[config.mk]
export PLATFORM = sky130hd
export DESIGN_NAME = ccs_sequencer
export DESIGN_NICKNAME = d
export VERILOG_FILES = /design/src/ccs_pkg.sv /design/src/ccs_sequencer.sv
export SDC_FILE = /design/constraint.sdc
export NUM_CORES = 1
export LEC_CHECK = 0
export ABC_CLOCK_PERIOD_IN_PS = 2800
export BUFFER_PORTS_ARGS = -buffer_cell sky130_fd_sc_hd__buf_4
export CAP_MARGIN = 20
export CORE_MARGIN = 1.5
export CORE_UTILIZATION = 45
export DETAILED_ROUTE_END_ITERATION = 7
export GPL_ROUTABILITY_DRIVEN = 0
export REMOVE_ABC_BUFFERS = 1
export SETUP_SLACK_MARGIN = 0.2
export SLEW_MARGIN = 15
export SYNTH_ARGS = -nofsm -noshare
export SYNTH_HDL_FRONTEND = slang
export SYNTH_SLANG_ARGS = --single-unit
[constraint.sdc]
create_clock -name clk -period 2.8 [get_ports clk]
set_input_delay 0 -clock clk [delete_from_list [all_inputs] [get_ports clk]]
set_output_delay 0 -clock clk [all_outputs]
set_load 0.05 [all_outputs]
[src/ccs_pkg.sv]
// Purpose: shared constants for the charger control sequencer
// Assumes: 200 MHz system clock
// Notes: times kept in their own units, cycle counts derived
package ccs_pkg;
  // ==========================================================
  // timing
  localparam longint CLK_HZ = 200000000;
  localparam longint QUAL_MS = 30;
  localparam longint RETRY_MS = 2000;
  localparam longint BOOST_S = 32;
  localparam longint CHARGE_MIN = 32;
  localparam longint QUAL_CYC = QUAL_MS * CLK_HZ / 1000;
  localparam longint RETRY_CYC = RETRY_MS * CLK_HZ / 1000;
  localparam longint BOOST_CYC = BOOST_S * CLK_HZ;
  localparam longint CHARGE_CYC = CHARGE_MIN * 60 * CLK_HZ;
  localparam int TMR_W = 40;
  // ==========================================================
  // operation select encodings
  localparam logic [1:0] OP_OFF = 2'h0;
  localparam logic [1:0] OP_BOOST = 2'h1;
  localparam logic [1:0] OP_CHG = 2'h2;
  localparam logic [1:0] OP_CHG_TERM = 2'h3;
  // ==========================================================
  // second fault flag register field positions
  localparam int FLG_BAD_ADAPTOR = 0;
  localparam int FLG_CHARGE_TO = 1;
  localparam int FLG_BOOST_TO = 2;
  localparam int FLG_FAULT = 3;
  localparam int FLG_W = 4;
  // ==========================================================
  // reset values
  localparam logic [1:0] INPUT_LIMIT_RST = 2'h0; // 100 mA setting
  localparam logic TERM_EN_RST = 1'b0;
  // ==========================================================
  // charger states
  typedef enum logic [2:0] {
    ST_HIZ = 3'b000,
    ST_QUAL = 3'b001,
    ST_RETRY = 3'b010,
    ST_PRECHG = 3'b011,
    ST_FAST = 3'b100,
    ST_DONE = 3'b101
  } ccs_state_type;
endpackage

[src/ccs_sequencer.sv]
// Purpose: digital control sequencer of a single-cell charger
// Assumes: analog comparator outputs arrive asynchronously
// Notes: host register writes appear as strobes from an i2c slave
//
// Function
// sink on, adaptor good after 30 ms
// input drop: sink off, flag, interrupt
// bad adaptor: wait 2 s, retest
// sink active one 30 ms window only
// input valid sets low charge limit bit
// below precharge threshold use short current
// terminate at termination current when enabled
// termination disabled after reset, host enables
// four events restart the charge cycle
// over-temperature forces high impedance, then resume
// timer runs when op nonzero, i2c restarts
// boost 32 s expiry clears op, flags
// charge 32 min expiry clears op, flags
// expiry touches only operation select
// synchronous above 100 mA, else non-synchronous
// input current limit defaults to 100 mA
// regulation voltage host programmable
// charging fault: clear op, flag, high impedance
// flags cleared by read, no repeat interrupt
// timer held zero while op off
module ccs_sequencer #(
  parameter longint QUAL_CYC = ccs_pkg::QUAL_CYC,
  parameter longint RETRY_CYC = ccs_pkg::RETRY_CYC,
  parameter longint BOOST_CYC = ccs_pkg::BOOST_CYC,
  parameter longint CHARGE_CYC = ccs_pkg::CHARGE_CYC,
  parameter int VREG_W = 6,
  parameter int ICHG_W = 4
) (
  input wire logic clk,
  input wire logic nrst,
  // asynchronous analog indications
  input wire logic input_valid,
  input wire logic input_above_min,
  input wire logic bat_below_precharge,
  input wire logic bat_below_recharge,
  input wire logic at_termination_current,
  input wire logic in_voltage_regulation,
  input wire logic over_temperature,
  input wire logic low_side_above_100ma,
  input wire logic charge_fault,
  // host side, same clock as the i2c slave
  input wire logic i2c_valid_cmd,
  input wire logic op_wr,
  input wire logic [1:0] op_wdata,
  input wire logic cfg_wr,
  input wire logic term_en_wdata,
  input wire logic low_charge_limit_bit_wdata,
  input wire logic [1:0] input_limit_wdata,
  input wire logic [VREG_W-1:0] vreg_wdata,
  input wire logic [ICHG_W-1:0] ichg_wdata,
  input wire logic host_reset_bit,
  input wire logic flag_rd,
  // outputs
  output logic [1:0] operation_select,
  output logic termination_enable,
  output logic low_charge_limit_bit,
  output logic [1:0] input_current_limit,
  output logic [VREG_W-1:0] regulation_voltage,
  output logic [ICHG_W-1:0] fast_charge_current,
  output logic [ccs_pkg::FLG_W-1:0] second_fault_flag_register,
  output logic irq_pulse,
  output logic qual_sink_on,
  output logic short_circuit_current,
  output logic fast_charging,
  output logic charging,
  output logic charge_done,
  output logic high_impedance_state,
  output logic boost_on,
  output logic low_side_switch_sync
);
  // ==========================================================
  // input synchronisers
  localparam int NS = 9;
  logic [NS-1:0] raw;
  logic [NS-1:0] s1_q;
  logic [NS-1:0] s2_q;
  assign raw = {input_valid, input_above_min, bat_below_precharge,
                bat_below_recharge, at_termination_current,
                in_voltage_regulation, over_temperature,
                low_side_above_100ma, charge_fault};
  always_ff @(posedge clk) begin
    if (!nrst) begin
      s1_q <= '0;
      s2_q <= '0;
    end else begin
      s1_q <= raw;
      s2_q <= s1_q;
    end
  end
  logic vin_ok, minimum_input_threshold, below_pre, below_rech, at_term, in_cv;
  logic hot, ls_high, fault;
  assign {vin_ok, minimum_input_threshold, below_pre, below_rech, at_term, in_cv,
          hot, ls_high, fault} = s2_q;

  // ==========================================================
  // state
  ccs_pkg::ccs_state_type st_q, st_d;
  logic [ccs_pkg::TMR_W-1:0] cnt_q, cnt_d;
  logic [ccs_pkg::TMR_W-1:0] tmr_q, tmr_d;
  logic [1:0] op_q, op_d;
  logic term_q, term_d;
  logic lowchg_q, lowchg_d;
  logic [1:0] ilim_q, ilim_d;
  logic [VREG_W-1:0] vreg_q, vreg_d;
  logic [ICHG_W-1:0] ichg_q, ichg_d;
  logic [ccs_pkg::FLG_W-1:0] flg_q, flg_d;
  logic vin_ok_q, irq_q, irq_d;
  logic charge_op, restart, vin_rise, fault_q, fault_d;
  // limits trimmed to the counter width on purpose
  localparam int TW = ccs_pkg::TMR_W;
  localparam longint QUAL_END = QUAL_CYC - 1;
  localparam longint RETRY_END = RETRY_CYC - 1;
  localparam logic [TW-1:0] QUAL_LIM = QUAL_END[TW-1:0];
  localparam logic [TW-1:0] RETRY_LIM = RETRY_END[TW-1:0];
  localparam logic [TW-1:0] BOOST_LIM = BOOST_CYC[TW-1:0];
  localparam logic [TW-1:0] CHARGE_LIM = CHARGE_CYC[TW-1:0];

  assign charge_op = (op_q == ccs_pkg::OP_CHG) ||
                     (op_q == ccs_pkg::OP_CHG_TERM);
  assign vin_rise = vin_ok && !vin_ok_q;

  always_comb begin
    st_d = st_q;
    cnt_d = cnt_q;
    tmr_d = tmr_q;
    op_d = op_q;
    term_d = term_q;
    lowchg_d = lowchg_q;
    ilim_d = ilim_q;
    vreg_d = vreg_q;
    ichg_d = ichg_q;
    flg_d = flg_q;
    irq_d = 1'b0;
    fault_d = fault;
    restart = 1'b0;
    // host writes
    if (op_wr) begin
      op_d = op_wdata;
    end
    if (cfg_wr) begin
      term_d = term_en_wdata;
      lowchg_d = low_charge_limit_bit_wdata;
      ilim_d = input_limit_wdata;
      vreg_d = vreg_wdata;
      ichg_d = ichg_wdata;
    end
    if (vin_rise) begin
      lowchg_d = 1'b1;
    end
    // flags cleared by read, a same-cycle set wins below
    if (flag_rd) begin
      flg_d = '0;
    end
    // restart events
    if (vin_rise || host_reset_bit) begin
      restart = 1'b1;
    end
    if (op_q == ccs_pkg::OP_CHG_TERM && term_q && below_rech &&
        st_q == ccs_pkg::ST_DONE) begin
      restart = 1'b1;
    end
    if (st_q == ccs_pkg::ST_DONE && term_q && cfg_wr && !term_en_wdata) begin
      restart = 1'b1;
    end
    // safety timer
    if (op_q == ccs_pkg::OP_OFF) begin
      tmr_d = '0;
    end else if (i2c_valid_cmd) begin
      tmr_d = '0;
    end else begin
      tmr_d = tmr_q + 1'b1;
    end
    if (op_q == ccs_pkg::OP_BOOST &&
        tmr_q >= BOOST_LIM) begin
      op_d = ccs_pkg::OP_OFF;
      tmr_d = '0;
      flg_d[ccs_pkg::FLG_BOOST_TO] = 1'b1;
      irq_d = 1'b1;
    end
    if (charge_op && tmr_q >= CHARGE_LIM) begin
      op_d = ccs_pkg::OP_OFF;
      tmr_d = '0;
      flg_d[ccs_pkg::FLG_CHARGE_TO] = 1'b1;
      irq_d = 1'b1;
    end
    // charge faults, only a new fault interrupts
    if (fault && charge_op && st_q != ccs_pkg::ST_HIZ) begin
      op_d = ccs_pkg::OP_OFF;
      flg_d[ccs_pkg::FLG_FAULT] = 1'b1;
      st_d = ccs_pkg::ST_HIZ;
      if (!fault_q) begin
        irq_d = 1'b1;
      end
    end else if (!charge_op || !vin_ok || hot) begin
      st_d = ccs_pkg::ST_HIZ;
      cnt_d = '0;
    end else if (restart && st_q != ccs_pkg::ST_QUAL) begin
      st_d = ccs_pkg::ST_QUAL;
      cnt_d = '0;
    end else begin
      unique case (st_q)
        ccs_pkg::ST_HIZ: begin
          st_d = ccs_pkg::ST_QUAL;
          cnt_d = '0;
        end
        ccs_pkg::ST_QUAL: begin
          if (!minimum_input_threshold) begin
            st_d = ccs_pkg::ST_RETRY;
            cnt_d = '0;
            flg_d[ccs_pkg::FLG_BAD_ADAPTOR] = 1'b1;
            irq_d = 1'b1;
          end else if (cnt_q >= QUAL_LIM) begin
            st_d = ccs_pkg::ST_PRECHG;
            cnt_d = '0;
          end else begin
            cnt_d = cnt_q + 1'b1;
          end
        end
        ccs_pkg::ST_RETRY: begin
          if (cnt_q >= RETRY_LIM) begin
            st_d = ccs_pkg::ST_QUAL;
            cnt_d = '0;
          end else begin
            cnt_d = cnt_q + 1'b1;
          end
        end
        ccs_pkg::ST_PRECHG: begin
          if (!below_pre) begin
            st_d = ccs_pkg::ST_FAST;
          end
        end
        ccs_pkg::ST_FAST: begin
          if (below_pre) begin
            st_d = ccs_pkg::ST_PRECHG;
          end else if (in_cv && at_term && term_q && !below_rech) begin
            st_d = ccs_pkg::ST_DONE;
          end
        end
        ccs_pkg::ST_DONE: begin
          st_d = ccs_pkg::ST_DONE;
        end
        default: begin
          st_d = ccs_pkg::ST_HIZ;
        end
      endcase
    end
  end

  always_ff @(posedge clk) begin
    if (!nrst) begin
      st_q <= ccs_pkg::ST_HIZ;
      cnt_q <= '0;
      tmr_q <= '0;
      op_q <= ccs_pkg::OP_OFF;
      term_q <= ccs_pkg::TERM_EN_RST;
      lowchg_q <= 1'b0;
      ilim_q <= ccs_pkg::INPUT_LIMIT_RST;
      vreg_q <= '0;
      ichg_q <= '0;
      flg_q <= '0;
      vin_ok_q <= 1'b0;
      irq_q <= 1'b0;
      fault_q <= 1'b0;
    end else begin
      st_q <= st_d;
      cnt_q <= cnt_d;
      tmr_q <= tmr_d;
      op_q <= op_d;
      term_q <= term_d;
      lowchg_q <= lowchg_d;
      ilim_q <= ilim_d;
      vreg_q <= vreg_d;
      ichg_q <= ichg_d;
      flg_q <= flg_d;
      vin_ok_q <= vin_ok;
      irq_q <= irq_d;
      fault_q <= fault_d;
    end
  end

  // ==========================================================
  // outputs
  logic sync_q, sync_d;
  always_comb begin
    sync_d = ls_high && (st_q == ccs_pkg::ST_PRECHG ||
                         st_q == ccs_pkg::ST_FAST);
  end
  always_ff @(posedge clk) begin
    if (!nrst) begin
      sync_q <= 1'b0;
    end else begin
      sync_q <= sync_d;
    end
  end

  assign operation_select = op_q;
  assign termination_enable = term_q;
  assign low_charge_limit_bit = lowchg_q;
  assign input_current_limit = ilim_q;
  assign regulation_voltage = vreg_q;
  assign fast_charge_current = ichg_q;
  assign second_fault_flag_register = flg_q;
  assign irq_pulse = irq_q;
  assign qual_sink_on = (st_q == ccs_pkg::ST_QUAL);
  assign short_circuit_current = (st_q == ccs_pkg::ST_PRECHG);
  assign fast_charging = (st_q == ccs_pkg::ST_FAST);
  assign charging = (st_q == ccs_pkg::ST_PRECHG) ||
                    (st_q == ccs_pkg::ST_FAST);
  assign charge_done = (st_q == ccs_pkg::ST_DONE);
  assign high_impedance_state = (st_q == ccs_pkg::ST_HIZ) && !boost_on;
  assign boost_on = (op_q == ccs_pkg::OP_BOOST) && !hot;
  assign low_side_switch_sync = sync_q;
endmodule

# Yosys cells after proc, flatten, opt, wreduce, memory -nomap -nowiden
# Index checks and enable logic that the tools add are counted.
# classes
bitwise_logic	2
reduce_logical	45
addsub	2
n_mux	36
n_lt_le_gt_ge	4
n_eq_ne	17
# ops
operator	n
two-way mux 40 bit	5
one-hot mux 40 bit (3 select lines)	1
adder 40 x 1 -> 40 bit, second input constant	2
greater-or-equal comparator 40 x 23 -> 1 bit, second input constant	1
greater-or-equal comparator 40 x 29 -> 1 bit, second input constant	1
greater-or-equal comparator 40 x 33 -> 1 bit, second input constant	1
greater-or-equal comparator 40 x 39 -> 1 bit, second input constant	1
two-way mux 1 bit	22
logical AND 1 bit	18
two-way mux 3 bit	6
one-hot mux 3 bit (6 select lines)	1
AND reduction 4 bit	2
nonzero test 2 bit	4
OR reduction 4 bit	2
logical NOT 1 bit	7
== test 3 x 2 -> 1 bit, second input constant	2
== test 3 bit, second input constant	2
inequality test 3 x 1 -> 1 bit, second input constant	2
inequality test 3 x 2 -> 1 bit, second input constant	2
logical OR 1 bit	5
nonzero test 5 bit	1
OR reduction 5 bit	1
== test 2 bit, second input constant	2
two-way mux 4 bit	1
12 further kinds	14
# word_totals
word_cells	126
in_bits	32
output_inout_bits	29
reg_bits	125

# Longest topological paths before layout
# depth
ltp_word	10
depth_mapped	9
ltp_nobuf	6

# Worst setup path before layout
# Ideal clock, no wire load.
# synth_path
path_kind	register to register
from	reg st_q[0]
to	reg cnt_q[33] (netlist name)
arrival_ns	2.923
setup_slack_ns	-0.180
synth_period_minus_slack_ns	2.980
stages_incl_launch_ff	9
required_ns	2.743
path_buffers	2
setup_time_ns	0.057
path_cell_list	dfxtp_1 clkbuf_2 nor3b_1 nand4_1 a311oi_1 a22o_4 a21oi_2 buf_4 o21ba_2
# synth_rtl
item	line	rtl
start, declared	ccs_sequencer.sv:102	ccs_pkg::ccs_state_type st_q, st_d;
start signal, assigned	ccs_sequencer.sv:256	st_q <= ccs_pkg::ST_HIZ;
start signal, assigned	ccs_sequencer.sv:270	st_q <= st_d;
== test 3 x 1 -> 1 bit (*)	n/a	
named net qual_sink_on	ccs_sequencer.sv:67	output logic qual_sink_on,
one-hot mux 40 bit (3 select lines)	ccs_sequencer.sv:206	unique case (st_q)
two-way mux 40 bit	ccs_sequencer.sv:202	end else if (restart && st_q != ccs_pkg::ST_QUAL) begin
two-way mux 40 bit	ccs_sequencer.sv:199	end else if (!charge_op || !vin_ok || hot) begin
end signal, assigned	ccs_sequencer.sv:271	cnt_q <= cnt_d;
end, declared	ccs_sequencer.sv:103	logic [ccs_pkg::TMR_W-1:0] cnt_q, cnt_d;
# Mark *: on every way through the listed nets, which the timed path passes. The rest lies on a longest branch.
# A chain may end at the register's enable or synchronous reset.

# Worst setup path in the final report
# layout_path
from	reg cnt_q[4] (netlist name)
to	reg cnt_q[23] (netlist name)
# layout_between
elab_chain_len	6
# layout_rtl
item	line	rtl
adder 40 x 1 -> 40 bit / greater-or-equal comparator 40 x 23 -> 1 bit (equally long branches)	ccs_sequencer.sv:221, ccs_sequencer.sv:229, ccs_sequencer.sv:217	
two-way mux 40 bit	ccs_sequencer.sv:217	end else if (cnt_q >= QUAL_LIM) begin
two-way mux 40 bit	ccs_sequencer.sv:212	if (!minimum_input_threshold) begin
one-hot mux 40 bit (3 select lines) (*)	ccs_sequencer.sv:206	
two-way mux 40 bit (*)	ccs_sequencer.sv:202	
two-way mux 40 bit (*)	ccs_sequencer.sv:199	
# Mark *: on every way between the ends. The rest lies on a longest branch, timed or not.

==> impl_metrics.toml <==
[route]
firstDrtPassIters = 4
wire_per_inst_um = 14.0
routed_wl_um = 13200
drtIter0Drc = 254
via_per_inst = 5.13
drc = 0
vias = 4826
ant_nets = 0

[grt]
grt_max_degree = 46
grt_overflow_total = 0
grt_pass1_wl_um = 22600
grt_pass1_vias = 4739
antenna_found_initial = 0
gr-usage-all-layers = 0.218

[synth]
synth_edf_count = 0
syn-instance-count = 642
yosys.area_share.xor_xnor = 0.103
synthMostInstantiatedCell = "dfxtp_1"
synth_async_sr_flop_share = 0
synth.area.top_cells = "dfxtp_1 44%, nor2_1 7.1%, xor2_1 5.3%"
ys_types = 64
synth_common_cells = "125 x dfxtp_1, 107 x nor2_1, 39 x nand2_1, 34 x xor2_1, 32 x xnor2_1"
synth_top_family_by_area = "simple AND/OR/NAND/NOR gates"
yosysWarnings = 0
ys_ff_latch = 125
yosysTopAreaCell = "dfxtp_1"
synth_compound_area_frac = 0.0762
synth_ff_type = "dfxtp_1"
synth-simple-area-share = 0.311
syn_area_per_cell_um2 = 8.77
synth_top_area_share = 0.444
muxShareOfSynthArea = 0.0284
seq_area_frac_synth = 0.444
synth_fa_ha_area_frac = 0.00667
synth_area_um2 = 5630

[sta]
setup_slack_ns = 0.385
finClkSkew_ns = 0.00720
finalHoldViolCount = 0
slew_viol_final = 0
clock.fmax_mhz = 414
rsz0062_at_grt = "false"
hold_ws_ns = 0.0294
worstMarginPinSlew_ns = 0.616
setup_violations = 0
finalCritPeriodShare = 0.863
finalCriticalPeriod_ns = 2.42
relSlewSlack = 0.589

[setup_path]
crit_start = "cnt_q[4]"
crit_path_max_fanout = 17
rr_startpoint = "cnt_q[4]"
required_ns = 3.10
criticalPathCategory = "flip-flop to flip-flop"
endpoint_kind = "flip-flop"
cp.arrival_ns = 2.71
startpoint_type = "flip-flop"

[final_layout]
finalCoreUtilization = 0.604
nNetsFinal = 795
fillers = 1072
antennaDiodeCount = 0
area_delta_synth_final_pct = 29.9
layout-drive-gt1-share = 0.182

[run_status]
outcome = "complete, no violations"

[floorplanning]
die_y_um = 115
die_w_um = 115
design.core.area_um2 = 12100
start_util = 0.465
io_pins = 61
rows = 40
dieArea_um2 = 13200

[cts]
post-cts-setup-buffer-count = 0
root_buffer = "clkbuf_16"
cts.reportedPaths.clkPinSlew_ns = 0.05
clk_latency_ns = 0.41
cts.sinks = 125
cts_buffers = 17
h-tree-depth = 4
cts_tree = "built"
clockBufferDepth = 2
post_cts_resized = 0

[hold_path]
worstHoldStart = "nrst"
min_path_type = "primary input to flip-flop"

[placement]
place_ws_ns = 0.388
io_buffers = 60
hpwl_um = 9050

[power]
vdd_drop_max_uv = 647
power_density_nw_per_um2 = 574
p_leak_nw = 2.74
finalPower_mw = 4.20

[run]
maxCapViolations = 0
==> worst max-delay path, cell delays in order (launching register included) <==
cell,delay (ns)
dfxtp_1,0.37
and4_1,0.28
nand4_1,0.12
a211o_1,0.31
a22o_4,0.23
a21oi_2,0.49
buf_8,0.24
buf_4,0.20
nor2_1,0.06
==> logic make-up (layout without fill, tap and decap cells) <==
group | count (synthesis) | in the layout
other | 1 | 1
adders and majority gates | 3 | 3
DFF | 125 | 125
and+or+nand+nor | 338 | 338
muxes | 16 | 16
AOI/OAI and AO/OA | 54 | 54
buffers and inverters | 39 | 170
xor gates and xnor gates | 66 | 66
==> worst paths after layout <==
path,endpoint,slack [ns],depth (start not counted)
hold / removal,irq_pulse,0.03,2
setup / recovery,cnt_q[23],0.38,8
setup reg to reg,cnt_q[23],0.38,8
hold reg to reg,s2_q[8],0.43,1
==> metrics by stage <==
| stage | setup TNS [ns] | cell area, um2 | cells |
|---|---|---|---|
| 2_1_floorplan | -6.53 | 5520 | 618 |
| 3_3_place_gp | 0 | 6430 | 879 |
| 3_5_place_dp | 0 | 6450 | 880 |
| 4_1_cts | 0 | 7320 | 941 |
| 5_1_grt | 0 | 7320 | 941 |
| 6_report | 0 | 7320 | 941 |
==> power by group <==
group          total, mW  switching (mW)  internal, mW  leakage, nW
registers           1.83          0.0158          1.81         1.01
logic              0.238           0.126         0.111         1.45
clock network       2.13           0.788          1.34        0.277
total               4.20           0.930          3.27         2.74
==> placed cells by master (no fill, tap or decap), drive strengths merged, types with 4 or more instances in the layout <==
master,count
dfxtp,125
nor2,108
buf,94
nand2,39
xor2,34
xnor2,32
nand4,31
dlygate4sd3,29
nand3,29
and2,27
nor3,20
clkbuf,20
nor2b,17
mux2i,16
inv,15
and3,14
nor4,12
nand2b,9
a21oi,9
and4,7
or3,6
clkinv,6
a21boi,5
or2,4
nand4b,4
a211oi,4
a31oi,4
clkinvlp,4
==> state kept, by name, summed over array words and instances (netlist names), 2 cells and up <==
register / count
cnt_q: 40
fast_charge_current: 4
input_current_limit: 2
operation_select: 2
regulation_voltage: 6
s1_q: 9
s2_q: 9
second_fault_flag_register: 4
st_q: 3
tmr_q: 40
==> per-layer routing <==
layer	share of wire	track usage
met3	0.054	0.0712
met1	0.48	0.285
met4	0.0093	0.0897
met2	0.46	0.332
met5	0	0
==> layout make-up <==
type                       count  area (um2)  area share
timing repair buffer         123        1000       0.137
inverter                      15        56.3     0.00770
clock inverter                12         120      0.0164
tap                          168         210      0.0287
multi-input combinational    478        2970       0.406
clock buffer                  20         457      0.0624
sequential                   125        2500       0.342
==> repair_timing <==
item                                    CTS  global route
hold endpoints to repair                 30             0
hold buffers                             29             0
endpoints found under the setup margin    0             0
Note: power is estimated with default switching activity, not from simulation.
